$ cat src/clock_sleep_pkg.sv
// constants, types and decode helpers of the clock prescaler and sleep control
// assumes a single master clock and a 32-bit AXI4-Lite register bus
`default_nettype none

package clock_sleep_pkg;

    // ************************************************************
    // register map
    // ************************************************************
    localparam int ADDR_W = 8;
    localparam logic [ADDR_W-1:0] ADDR_CLOCK_DIVIDE = 8'h00;
    localparam logic [ADDR_W-1:0] ADDR_SLEEP_CONTROL = 8'h04;
    localparam logic [ADDR_W-1:0] ADDR_STATUS = 8'h08;

    localparam int UNLOCK_BIT = 7;
    localparam int SEL_LSB = 0;
    localparam int SEL_W = 4;
    localparam int SLEEP_ALLOW_BIT = 0;
    localparam int KIND_LSB = 1;
    localparam int KIND_W = 3;
    localparam int STAT_SEL_LSB = 0;
    localparam int STAT_STATE_LSB = 4;
    localparam int STAT_KIND_LSB = 6;

    localparam logic [7:0] SLEEP_CONTROL_RESET = 8'h00;
    localparam logic [SEL_W-1:0] SEL_RESET_PLAIN = 4'h0;
    localparam logic [SEL_W-1:0] SEL_RESET_FUSE = 4'h3;
    localparam logic [SEL_W-1:0] SEL_MAX = 4'h8;

    localparam logic [1:0] RESP_OKAY = 2'h0;
    localparam logic [1:0] RESP_SLVERR = 2'h2;

    // ************************************************************
    // timing counts in master clock cycles
    // ************************************************************
    localparam logic [2:0] UNLOCK_WINDOW_CYC = 3'h4;
    localparam logic [15:0] WAKE_HOLD_CYC = 16'h0004;
    localparam logic [15:0] STANDBY_WAKE_CYC = 16'h0006;
    localparam int POWER_DOWN_STARTUP_CYC = 1024;
    localparam logic [1:0] FUSE_SETTLE_CYC = 2'h2;

    // ************************************************************
    // types
    // ************************************************************
    typedef enum logic [KIND_W-1:0] {
        KIND_IDLE = 3'h0,
        KIND_ADC_QUIET = 3'h1,
        KIND_POWER_DOWN = 3'h2,
        KIND_STANDBY = 3'h6
    } sleep_kind_t;

    typedef enum logic [1:0] {
        ST_RUN = 2'h0,
        ST_ASLEEP = 2'h1,
        ST_STARTUP = 2'h3,
        ST_HOLD = 2'h2
    } power_state_t;

    typedef struct packed {
        logic ext_edge;
        logic ext_level;
        logic timer;
        logic io_other;
        logic adc_done;
        logic mem_ready;
        logic psc;
        logic wdt;
    } wake_src_t;

    typedef struct packed {
        logic cpu;
        logic flash;
        logic io;
        logic adc;
    } clk_en_t;

    // ************************************************************
    // decode helpers
    // ************************************************************
    function automatic logic kind_valid(input logic [KIND_W-1:0] k);
        return k == KIND_IDLE || k == KIND_ADC_QUIET || k == KIND_POWER_DOWN || k == KIND_STANDBY;
    endfunction : kind_valid

    function automatic wake_src_t wake_mask(input logic [KIND_W-1:0] k);
        wake_src_t m;
        m = '0;
        case (k)
            KIND_IDLE: m = '1;
            KIND_ADC_QUIET: begin
                m.ext_level = 1'b1;
                m.timer = 1'b1;
                m.adc_done = 1'b1;
                m.mem_ready = 1'b1;
                m.wdt = 1'b1;
            end
            KIND_POWER_DOWN: begin
                m.ext_level = 1'b1;
                m.psc = 1'b1;
                m.wdt = 1'b1;
            end
            KIND_STANDBY: begin
                m.ext_level = 1'b1;
                m.wdt = 1'b1;
            end
            default: m = '0;
        endcase
        return m;
    endfunction : wake_mask

    function automatic clk_en_t sleep_clocks(input logic [KIND_W-1:0] k);
        clk_en_t c;
        c = '0;
        case (k)
            KIND_IDLE: c = '{cpu: 1'b0, flash: 1'b0, io: 1'b1, adc: 1'b1};
            KIND_ADC_QUIET: c = '{cpu: 1'b0, flash: 1'b0, io: 1'b0, adc: 1'b1};
            default: c = '0;
        endcase
        return c;
    endfunction : sleep_clocks

endpackage : clock_sleep_pkg

`default_nettype wire

$ cat src/prescaler_divider.sv
// power-of-two divider producing a one-cycle tick at the divided rate
// assumes i_run stays low until the divide select value is valid
`timescale 1ns/100ps
`default_nettype none

module prescaler_divider
    import clock_sleep_pkg::*;
(
    input wire logic i_core_clk,
    input wire logic i_resetn,
    input wire logic i_run,
    input wire logic [SEL_W-1:0] i_sel,
    output logic o_tick,
    output logic [SEL_W-1:0] o_active_sel
);

    logic [7:0] cnt;
    logic [7:0] mask;
    logic [SEL_W-1:0] eff;
    logic tick;

    // reserved codes divide like the largest factor
    assign eff = (o_active_sel > SEL_MAX) ? SEL_MAX : o_active_sel;
    assign mask = 8'((9'h001 << eff) - 9'h001);
    assign tick = (cnt == mask);

    // while running, new factor only taken at an old period boundary, so no short pulse
    always_ff @(posedge i_core_clk or negedge i_resetn) begin
        if (!i_resetn) begin
            cnt <= 8'h00;
            o_active_sel <= 4'h0;
            o_tick <= 1'b0;
        end else if (!i_run) begin
            cnt <= 8'h00;
            o_active_sel <= i_sel;
            o_tick <= 1'b0;
        end else begin
            o_tick <= tick;
            if (tick) begin
                cnt <= 8'h00;
                o_active_sel <= i_sel;
            end else begin
                cnt <= cnt + 8'h01;
            end
        end
    end

endmodule : prescaler_divider

`default_nettype wire

$ cat src/divide_unlock.sv
// divide select register with its timed change unlock
// assumes i_we is a one-cycle strobe carrying the written byte
`timescale 1ns/100ps
`default_nettype none

module divide_unlock
    import clock_sleep_pkg::*;
(
    input wire logic i_core_clk,
    input wire logic i_resetn,
    input wire logic i_load,
    input wire logic i_fuse,
    input wire logic i_we,
    input wire logic [7:0] i_wdata,
    output logic o_unlock,
    output logic [SEL_W-1:0] o_sel
);

    logic [2:0] left;
    logic arm;
    logic change;

    assign arm = i_we && i_wdata[UNLOCK_BIT] && (i_wdata[6:0] == 7'h00);
    assign change = i_we && o_unlock && !i_wdata[UNLOCK_BIT];

    always_ff @(posedge i_core_clk or negedge i_resetn) begin
        if (!i_resetn) begin
            o_unlock <= 1'b0;
            left <= 3'h0;
        end else if (change) begin
            o_unlock <= 1'b0;
        end else if (arm && !o_unlock) begin
            o_unlock <= 1'b1;
            left <= UNLOCK_WINDOW_CYC - 3'h1;
        end else if (o_unlock) begin
            // a second arm write neither restarts nor ends the window
            if (left == 3'h0) begin
                o_unlock <= 1'b0;
            end else begin
                left <= left - 3'h1;
            end
        end
    end

    always_ff @(posedge i_core_clk or negedge i_resetn) begin
        if (!i_resetn) begin
            o_sel <= SEL_RESET_PLAIN;
        end else if (i_load) begin
            o_sel <= i_fuse ? SEL_RESET_FUSE : SEL_RESET_PLAIN;
        end else if (change) begin
            o_sel <= i_wdata[SEL_LSB +: SEL_W];
        end
    end

endmodule : divide_unlock

`default_nettype wire

$ cat src/clock_sleep_ctrl.sv
// top of the clock prescaler and sleep control: bus slave, sleep sequencer
// assumes the core pulses i_sleep_instr on the master clock; wake sources are async
//
// The AXI4-Lite register port and the placing of the registers were left to the implementer.
`timescale 1ns/100ps
`default_nettype none

module clock_sleep_ctrl
    import clock_sleep_pkg::*;
#(
    parameter int STARTUP_CYCLES = POWER_DOWN_STARTUP_CYC
)
(
    input wire logic i_core_clk,
    input wire logic i_resetn,
    // axi4-lite slave
    input wire logic [ADDR_W-1:0] i_awaddr,
    input wire logic i_awvalid,
    output logic o_awready,
    input wire logic [31:0] i_wdata,
    input wire logic [3:0] i_wstrb,
    input wire logic i_wvalid,
    output logic o_wready,
    output logic [1:0] o_bresp,
    output logic o_bvalid,
    input wire logic i_bready,
    input wire logic [ADDR_W-1:0] i_araddr,
    input wire logic i_arvalid,
    output logic o_arready,
    output logic [31:0] o_rdata,
    output logic [1:0] o_rresp,
    output logic o_rvalid,
    input wire logic i_rready,
    // device side
    input wire logic i_start_divide_by_eight_fuse,
    input wire logic i_sleep_instr,
    input wire logic i_adc_enabled,
    input wire wake_src_t i_wake_src,
    output clk_en_t o_clk_en,
    output logic o_osc_run,
    output logic o_adc_start,
    output logic o_wake_irq,
    output logic o_sleeping
);

    // ************************************************************
    // declarations
    // ************************************************************
    logic fuse_s1;
    logic fuse_s2;
    logic [1:0] init_cnt;
    logic fuse_load;
    logic sel_ready;
    wake_src_t wake_s1;
    wake_src_t wake_s2;

    logic aw_got;
    logic w_got;
    logic [ADDR_W-1:0] wr_addr;
    logic [31:0] wr_data;
    logic [3:0] wr_strb;
    logic wr_fire;
    logic div_we;

    logic unlock;
    logic [SEL_W-1:0] divide_select;
    logic [SEL_W-1:0] active_sel;
    logic tick;

    logic sleep_allow;
    logic [KIND_W-1:0] sleep_kind_select;
    logic [KIND_W-1:0] kind_act;
    power_state_t state;
    logic [15:0] wait_cnt;
    logic wake_hit;
    clk_en_t allowed;
    logic [31:0] status_word;

    // ************************************************************
    // input synchronisers and fuse capture
    // ************************************************************
    always_ff @(posedge i_core_clk or negedge i_resetn) begin
        if (!i_resetn) begin
            fuse_s1 <= 1'b0;
            fuse_s2 <= 1'b0;
            wake_s1 <= '0;
            wake_s2 <= '0;
        end else begin
            fuse_s1 <= i_start_divide_by_eight_fuse;
            fuse_s2 <= fuse_s1;
            wake_s1 <= i_wake_src;
            wake_s2 <= wake_s1;
        end
    end

    // fuse is sampled once the synchroniser has settled after release
    always_ff @(posedge i_core_clk or negedge i_resetn) begin
        if (!i_resetn) begin
            init_cnt <= 2'h0;
        end else if (init_cnt != 2'h3) begin
            init_cnt <= init_cnt + 2'h1;
        end
    end

    assign fuse_load = (init_cnt == FUSE_SETTLE_CYC);
    assign sel_ready = (init_cnt == 2'h3);

    // ************************************************************
    // axi4-lite write channel
    // ************************************************************
    assign wr_fire = aw_got && w_got && !o_bvalid;
    assign div_we = wr_fire && wr_strb[0] && (wr_addr == ADDR_CLOCK_DIVIDE);

    always_ff @(posedge i_core_clk or negedge i_resetn) begin
        if (!i_resetn) begin
            aw_got <= 1'b0;
            o_awready <= 1'b1;
            wr_addr <= '0;
        end else if (i_awvalid && o_awready) begin
            aw_got <= 1'b1;
            o_awready <= 1'b0;
            wr_addr <= i_awaddr;
        end else if (wr_fire) begin
            aw_got <= 1'b0;
            o_awready <= 1'b1;
        end
    end

    always_ff @(posedge i_core_clk or negedge i_resetn) begin
        if (!i_resetn) begin
            w_got <= 1'b0;
            o_wready <= 1'b1;
            wr_data <= 32'h0000_0000;
            wr_strb <= 4'h0;
        end else if (i_wvalid && o_wready) begin
            w_got <= 1'b1;
            o_wready <= 1'b0;
            wr_data <= i_wdata;
            wr_strb <= i_wstrb;
        end else if (wr_fire) begin
            w_got <= 1'b0;
            o_wready <= 1'b1;
        end
    end

    always_ff @(posedge i_core_clk or negedge i_resetn) begin
        if (!i_resetn) begin
            o_bvalid <= 1'b0;
            o_bresp <= RESP_OKAY;
        end else if (wr_fire) begin
            o_bvalid <= 1'b1;
            if (wr_addr == ADDR_CLOCK_DIVIDE || wr_addr == ADDR_SLEEP_CONTROL ||
                wr_addr == ADDR_STATUS) begin
                o_bresp <= RESP_OKAY;
            end else begin
                o_bresp <= RESP_SLVERR;
            end
        end else if (o_bvalid && i_bready) begin
            o_bvalid <= 1'b0;
        end
    end

    // ************************************************************
    // axi4-lite read channel
    // ************************************************************
    assign status_word = {23'h000000, kind_act, state, active_sel};

    always_ff @(posedge i_core_clk or negedge i_resetn) begin
        if (!i_resetn) begin
            o_arready <= 1'b1;
            o_rvalid <= 1'b0;
            o_rdata <= 32'h0000_0000;
            o_rresp <= RESP_OKAY;
        end else if (i_arvalid && o_arready) begin
            o_arready <= 1'b0;
            o_rvalid <= 1'b1;
            o_rresp <= RESP_OKAY;
            case (i_araddr)
                ADDR_CLOCK_DIVIDE: o_rdata <= {24'h000000, unlock, 3'h0, divide_select};
                ADDR_SLEEP_CONTROL: o_rdata <= {28'h0000000, sleep_kind_select, sleep_allow};
                ADDR_STATUS: o_rdata <= status_word;
                default: begin
                    o_rdata <= 32'h0000_0000;
                    o_rresp <= RESP_SLVERR;
                end
            endcase
        end else if (o_rvalid && i_rready) begin
            o_rvalid <= 1'b0;
            o_arready <= 1'b1;
        end
    end

    // ************************************************************
    // divider register, unlock and prescaler
    // ************************************************************
    divide_unlock u_unlock (
        .i_core_clk(i_core_clk),
        .i_resetn(i_resetn),
        .i_load(fuse_load),
        .i_fuse(fuse_s2),
        .i_we(div_we),
        .i_wdata(wr_data[7:0]),
        .o_unlock(unlock),
        .o_sel(divide_select)
    );

    prescaler_divider u_divider (
        .i_core_clk(i_core_clk),
        .i_resetn(i_resetn),
        .i_run(sel_ready),
        .i_sel(divide_select),
        .o_tick(tick),
        .o_active_sel(active_sel)
    );

    // ************************************************************
    // sleep control register
    // ************************************************************
    always_ff @(posedge i_core_clk or negedge i_resetn) begin
        if (!i_resetn) begin
            sleep_allow <= SLEEP_CONTROL_RESET[SLEEP_ALLOW_BIT];
            sleep_kind_select <= SLEEP_CONTROL_RESET[KIND_LSB +: KIND_W];
        end else if (wr_fire && wr_strb[0] && wr_addr == ADDR_SLEEP_CONTROL) begin
            sleep_allow <= wr_data[SLEEP_ALLOW_BIT];
            sleep_kind_select <= wr_data[KIND_LSB +: KIND_W];
        end
    end

    // ************************************************************
    // sleep sequencer
    // ************************************************************
    assign wake_hit = |(wake_s2 & wake_mask(kind_act));

    // reset returns straight to run, so the core restarts at its reset vector
    // nothing here touches core storage; stopped clocks keep it intact
    always_ff @(posedge i_core_clk or negedge i_resetn) begin
        if (!i_resetn) begin
            state <= ST_RUN;
            kind_act <= KIND_IDLE;
            wait_cnt <= 16'h0000;
        end else begin
            case (state)
                ST_RUN: begin
                    if (i_sleep_instr && sleep_allow && kind_valid(sleep_kind_select)) begin
                        state <= ST_ASLEEP;
                        kind_act <= sleep_kind_select;
                    end
                end
                ST_ASLEEP: begin
                    if (wake_hit) begin
                        if (kind_act == KIND_POWER_DOWN) begin
                            state <= ST_STARTUP;
                            wait_cnt <= 16'(STARTUP_CYCLES - 1);
                        end else if (kind_act == KIND_STANDBY) begin
                            state <= ST_STARTUP;
                            wait_cnt <= STANDBY_WAKE_CYC - 16'h0001;
                        end else begin
                            state <= ST_HOLD;
                            wait_cnt <= WAKE_HOLD_CYC - 16'h0001;
                        end
                    end
                end
                ST_STARTUP: begin
                    if (wait_cnt == 16'h0000) begin
                        state <= ST_HOLD;
                        wait_cnt <= WAKE_HOLD_CYC - 16'h0001;
                    end else begin
                        wait_cnt <= wait_cnt - 16'h0001;
                    end
                end
                ST_HOLD: begin
                    if (wait_cnt == 16'h0000) begin
                        state <= ST_RUN;
                    end else begin
                        wait_cnt <= wait_cnt - 16'h0001;
                    end
                end
                default: state <= ST_RUN;
            endcase
        end
    end

    // ************************************************************
    // clock gating per state
    // ************************************************************
    always_comb begin
        case (state)
            ST_RUN: allowed = '1;
            ST_ASLEEP: allowed = sleep_clocks(kind_act);
            ST_HOLD: allowed = '{cpu: 1'b0, flash: 1'b0, io: 1'b1, adc: 1'b1};
            default: allowed = '0;
        endcase
    end

    always_ff @(posedge i_core_clk or negedge i_resetn) begin
        if (!i_resetn) begin
            o_clk_en <= '0;
        end else begin
            o_clk_en <= tick ? allowed : '0;
        end
    end

    // ************************************************************
    // status outputs and event pulses
    // ************************************************************
    always_ff @(posedge i_core_clk or negedge i_resetn) begin
        if (!i_resetn) begin
            o_osc_run <= 1'b1;
        end else begin
            o_osc_run <= !(state == ST_ASLEEP && kind_act == KIND_POWER_DOWN);
        end
    end

    always_ff @(posedge i_core_clk or negedge i_resetn) begin
        if (!i_resetn) begin
            o_adc_start <= 1'b0;
        end else begin
            o_adc_start <= (state == ST_RUN) && i_sleep_instr && sleep_allow && i_adc_enabled &&
                (sleep_kind_select == KIND_IDLE || sleep_kind_select == KIND_ADC_QUIET);
        end
    end

    always_ff @(posedge i_core_clk or negedge i_resetn) begin
        if (!i_resetn) begin
            o_wake_irq <= 1'b0;
        end else begin
            o_wake_irq <= (state == ST_HOLD) && (wait_cnt == 16'h0000);
        end
    end

    always_ff @(posedge i_core_clk or negedge i_resetn) begin
        if (!i_resetn) begin
            o_sleeping <= 1'b0;
        end else begin
            o_sleeping <= (state != ST_RUN);
        end
    end

endmodule : clock_sleep_ctrl

`default_nettype wire

$ cat config.mk
export PLATFORM = sky130hd
export DESIGN_NAME = clock_sleep_ctrl
export DESIGN_NICKNAME = d
export VERILOG_FILES = /design/src/clock_sleep_pkg.sv /design/src/prescaler_divider.sv /design/src/divide_unlock.sv /design/src/clock_sleep_ctrl.sv
export SDC_FILE = /design/constraint.sdc
export NUM_CORES = 1
export LEC_CHECK = 0
export BUFFER_PORTS_ARGS = -buffer_cell sky130_fd_sc_hd__buf_2
export CAP_MARGIN = 15
export CORE_MARGIN = 10
export CORE_UTILIZATION = 30
export CTS_BUF_LIST = sky130_fd_sc_hd__clkbuf_8
export CTS_CLUSTER_SIZE = 14
export DETAILED_ROUTE_END_ITERATION = 7
export GPL_TIMING_DRIVEN = 0
export SLEW_MARGIN = 10
export SYNTH_ARGS = -nofsm -noshare
export SYNTH_HDL_FRONTEND = slang
export SYNTH_SLANG_ARGS = --single-unit
$ cat constraint.sdc
create_clock -name i_core_clk -period 3.78 [get_ports i_core_clk]
set_input_delay 0.189 -clock i_core_clk [delete_from_list [all_inputs] [get_ports i_core_clk]]
set_output_delay 0.189 -clock i_core_clk [all_outputs]
set_load 0.05 [all_outputs]
Yosys cells after proc, flatten, opt, wreduce, memory -nomap -nowiden. Index checks and enable logic that the tools add are counted.

Add/sub/neg operators: 5. Magnitude comparators: 1. Eq/ne operators: 24. Shift operators: 1. Muxes and demuxes: 52. Bitwise logic cells: 2. Reduce and logical (&&, ||, !) cells: 57.

Operators by type and width (count): 16-bit 2-to-1 mux (3); 16-bit case mux with 3 select lines (1); 9-bit case mux with 3 select lines (1); 4-bit 2-to-1 mux (6); 1-bit logical AND (23); 1-bit 2-to-1 mux (23); 8-bit by 3-bit equality test with 1-bit output, second input constant (2); 8-bit by 4-bit equality test with 1-bit output, second input constant (2); 16-bit logical NOT (1); 8-bit logical NOT (2); 2-bit 2-to-1 mux (8); 8-bit 2-to-1 mux (2); 16-bit by 1-bit subtractor with 16-bit output, second input constant (1); 2-bit inequality test, second input constant (7); 2-bit nonzero test (7); 3-bit 2-to-1 mux (4); 4-bit case mux with 3 select lines (1); 10-bit 2-to-1 mux (1); 3-bit logical NOT (3); 8-bit by 1-bit adder with 8-bit output, second input constant (1); 8-bit bitwise AND (1); 2-bit equality test, second input constant (4); 8-bit equality test (1); 2-bit case mux with 4 select lines (1); 24 further kinds (36).

Register bits after elaboration: 134. Output and inout port bits: 49. Logic and storage cells: 193.

Depth between registers and ports, before layout.
Depth in word-level cells: 9. Mapped depth: 10.

Hierarchy. Synthesis repeated with hierarchy kept, for this count alone.

Cell total of the unflattened synthesis: 465. Area total of the unflattened synthesis: 5122.4 um^2.

By module, submodules not included: clock_sleep_ctrl (times used 1, cells an instance 339, area an instance 3858.7 um^2); prescaler_divider (times used 1, cells an instance 86, area an instance 830.8 um^2); divide_unlock (times used 1, cells an instance 40, area an instance 432.9 um^2).

Worst setup path before layout. No wires, ideal clock.

Kind: register to register. From: reg u_divider.o_active_sel[0]. To: reg u_divider.o_active_sel[1]. Arrival: 2.834 ns. Required time: 3.655 ns. Path slack: 0.821 ns. Stages on the path, launching flop included: 10. Path buffers: 2. Period minus slack after synthesis: 2.959 ns. Cells stage by stage: dfrtp_1 buf_6 or4_2 ha_1 xor2_1 xnor2_1 o2111ai_1 o41ai_4 buf_6 mux2_4.

Word-level cells in the longest chain between the ends: 6.

RTL lines: start: declaration (RTL line prescaler_divider.sv:14) `output logic [SEL_W-1:0] o_active_sel`; start signal: assignment (RTL line prescaler_divider.sv:35) `o_active_sel <= i_sel;`; start signal: assignment (RTL line prescaler_divider.sv:41) `o_active_sel <= i_sel;`; 4-bit > comparator (RTL line prescaler_divider.sv:23) `assign eff = (o_active_sel > SEL_MAX) ? SEL_MAX : o_active_sel;`; 4-bit 2-to-1 mux * (RTL line prescaler_divider.sv:23); 1-bit by 4-bit left shift with 8-bit output * (RTL line prescaler_divider.sv:24) `assign mask = 8'((9'h001 << eff) - 9'h001);`; 8-bit by 1-bit subtractor with 8-bit output * (RTL line prescaler_divider.sv:24); 8-bit equality test * (RTL line prescaler_divider.sv:25) `assign tick = (cnt == mask);`; 2-bit inequality test (no line) *.

Every way passes the cells marked *; elsewhere a longest branch is shown, timed or not. A chain may end at the register's enable or synchronous reset.

Final worst setup path. Ends and elaborated chain as after synthesis.

==> results list <==
- Crit path launch type: flop
- Most frequent cells in the layout: dfrtp_1 (104), buf_2 (68), nand2_1 (35)
- Number of buffer cells added on primary ports: 65
* Maximum net fanout on the critical path: 10
- Max Buffers Root-to-Sink: 2
* H-tree depth reported by CTS: 3
- Summed over all cells, the static leakage comes to roughly 2.9 nW.
- Avg WL per Cell: between 10 and 15 µm
* Utilization after layout: 37.2%
- Req. time, crit path: between 4 and 5 ns
- Vias in the first global route: ~4000
* Area of the mapped netlist: roughly 5100 µm²
* Maximum frequency from static timing analysis: ~310 MHz
- In the synthesized netlist the dominant register cell turns out to be dfrtp_1.
* Sequential-to-total area share from yosys stat: a little over half
* FP Rows: between 40 and 50
* RSZ-0062 raised after global routing: no
* Count of nets after finishing: 658
- Root Buffer: clkbuf_8
* Yosys top cell by area: dfrtp_1
* Global routing met1 resource utilization: 13.5%
- In the finished design, the share of the clock period the worst path needs comes to between 80% and 90%.
- Summed over all layers, the routed wires come to between 10000 and 15000 µm.
* Layout overhead on the synthesized area: 21.0%
- Leaving out fill and tap cells, the most frequent cell in the layout is dfrtp_1.
- The final route contains ~3700 vias.
* Type of the most critical hold path: input port to flop
- Maximum vdd drop: around 0.00039 V
- During I/O placement, the number of pins put on the boundary was between 100 and 150.
* Vias per cell: 4.64
- In this run the standard cell core region covers ~17000 µm².
* CTS Buf Count: 9
- Minimum clock period after layout: 3.18 ns
- Detailed placement ended at an HPWL of 8580 µm.
- The die is ~150 µm wide.
* Post CTS Setup Buffer Count: 0
- Number of endpoints with negative hold slack in the final report: 0
* Outcome: completed
- Summed over all layers, the global routing overflow is 0.
- Remaining routing DRC violations: 0
- Kind of capture point of the worst setup path: flop
* Final estimated routing congestion in global placement: 0.858
* Wire length of the first global-routing pass: ~19000 µm
* Aggregate global-route resource usage: a little over a tenth
- Synthesis handed over a netlist of between 400 and 500 instances.
- At the later pin of the worst-skew pair, clock insertion delay measures a little under 0.4 ns.
- Number of synthesized flops with an enable pin: 0
- Antenna violations before repair: 3
* Share of cells above drive strength 1: around 28%
- The count of nets left with antenna violations once routing finished came out at 0.
- Violation count after the first detailed-routing iteration: roughly 240
- In this run the most used layer during global routing was met2.
* Pin count of the biggest net entering global routing: between 80 and 90
* Leading cell types by total area after synthesis: dfrtp_1 (51%), mux2_2 (6.1%), buf_4 (3.8%)
- In this run the mean area of a mapped cell was roughly 11 µm².
* Die Y-Extent: 151 µm
- Setup violations remaining at the end of the flow were counted as 0.
* Synthesis Warnings: 0
- Count of cells resized by post-cts repair: 0
- Worst-Margin Slew: between 0.8 and 0.9 ns
- Share of synthesized flip-flops with an asynchronous set or reset: 100%
* Pwr/cell area: 636 nW/µm²
- Headroom to the max-slew limit came out at between 40% and 50%.
* # diodes: 0
- In this run, distinct cell masters in the synthesized netlist total 73.
* Critical path class: flop to flop
- Max Transition Viols Final: 0
- In this run, synthesis produced a sequential element count of 108.
- Between clock sinks in the finished design, the worst skew comes to approximately 0.015 ns.
- Clock-pin slew was measured on the worst setup and hold paths at ~0.11 ns.
* Effective utilization at floorplan: ~30%
- Maximum Capacitance Violations: 0
- Clock tree from TritonCTS: yes
* Total Negative Setup Slacks: 0 ns
- Worst path arrival time: 3.46 ns
- Global-route met2 utilization: around 15%
* Die area: around 23000 µm²
* CTS sink count: ~110
* Fraction of synthesized cell area taken by the top area cell type: about half
- For this run, the detailed router's first-pass iteration total came to 4.
* Met3 track demand over resource in global routing: under 10%
critical path, cell delays in order (launching register included):
cell and delay, ns:
dfrtp_1 0.42, buf_6 0.15, or4_2 0.65, ha_1 0.27, xor2_1 0.17, xnor2_1 0.18
o2111ai_1 0.24, o41ai_4 0.49, buf_6 0.20, mux2_4 0.30
cell type report:
class | instances | area, µm²
multi-input combinational | 318 | 2160
clock buffer | 10 | 138
timing repair buffer | 82 | 519
inverter | 21 | 78.8
clock inverter | 6 | 56.3
fill | 1692 | 10500
sequential | 108 | 2710
tap | 220 | 275
buffer | 41 | 280
cells in the mapped netlist (all sizes together) (2+ instances only):
cell,instances
a41oi,2
dfstp,4
or3,3
mux2,32
or4,4
a22oi,4
a21oi,4
and3,5
xnor2,5
o21a,5
nor2b,4
nor2,29
nor4b,5
o21ai,28
nand2b,4
o211ai,7
nor4,8
o41ai,4
a211o,2
and2,6
dfrtp,104
nand2,35
a21o,3
nand3,17
o31ai,4
a22o,9
ha,7
nor3,17
o21bai,2
buf,33
clkbuf,8
nor3b,2
a211oi,2
xor2,6
inv,21
or2,3
mux2i,7
o32ai,3
a21boi,2
worst paths after layout:
check	to	startpoint	slack, ns	cells after the start
setup / recovery	u_divider.o_active_sel[1]$_DFFE_PN0P_	u_divider.o_active_sel[0]$_DFFE_PN0P_	0.60	9
hold / removal	wr_data[3]$_DFFE_PN0P_	i_wdata[3]	0.03	2
setup reg to reg	u_divider.o_active_sel[1]$_DFFE_PN0P_	u_divider.o_active_sel[0]$_DFFE_PN0P_	0.60	9
hold reg to reg	wake_s2[5]$_DFF_PN0_	wake_s1[5]$_DFF_PN0_	0.36	0
max in group asynchronous	o_arready$_DFFE_PN1P_	i_resetn	2.88	3
min in group asynchronous	wr_addr[7]$_DFFE_PN0P_	i_resetn	0.21	2
routing by layer:
layer | wire length, µm | up-vias
li1 | - | 1843
met1 | 5320 | 1749
met2 | 4870 | 123
met3 | 1120 | 17
met4 | 184 | 4
met5 | 28 | -
repair_timing:
action                                  in CTS  in global routing
endpoints found under the setup margin       0                  0
endpoints found under the hold margin       54                  0
hold buffers                                16                  0
through the flow:
step / total power [mW] / std cells / hold WS [ns] / area (µm²) / worst slack [ns]
2_1_floorplan: 2.90 / 488 / -0.107 / 5230 / 0.821
3_3_place_gp: 3.21 / 773 / 0.297 / 5830 / 0.653
3_5_place_dp: 3.27 / 774 / 0.0532 / 5860 / 0.613
4_1_cts: 3.98 / 806 / 0.00579 / 6220 / 0.582
5_1_grt: 4.24 / 806 / 0.00729 / 6220 / 0.443
6_report: 3.95 / 806 / 0.0277 / 6220 / 0.596
kinds of logic (layout without fill, tap and decap cells):
group,count (synthesis),after routing,synth area share (%)
XOR/XNOR,11,11,1.87
buffers and inverters,62,160,6.99
adder cells (fa/ha/maj),7,7,1.70
flip-flops,108,108,52.7
AO/OA/AOI/OAI,89,89,12.9
multiplexers,39,39,8.52
AND/OR/NAND/NOR,147,147,15.3
other,1,25,0.0730
state kept, by name, indices dropped and copies added, names as in the netlist, 2 cells and up:
name and cells:
init_cnt 2, kind_act 3, o_clk_en 3, o_rdata 9, sleep_kind_select 3, state 2, u_divider.cnt 8, u_divider.o_active_sel 4
u_unlock.left 3, u_unlock.o_sel 4, wait_cnt 16, wake_s1 8, wake_s2 8, wr_addr 8, wr_data 8
power breakdown:
group	internal, mW	total [mW]	switching (mW)
Sequential	1.44	1.70	0.255
Combinational	0.648	1.57	0.922
Clock	0.270	0.685	0.414
Total	2.36	3.95	1.59
(Power assumes the default switching activity.)
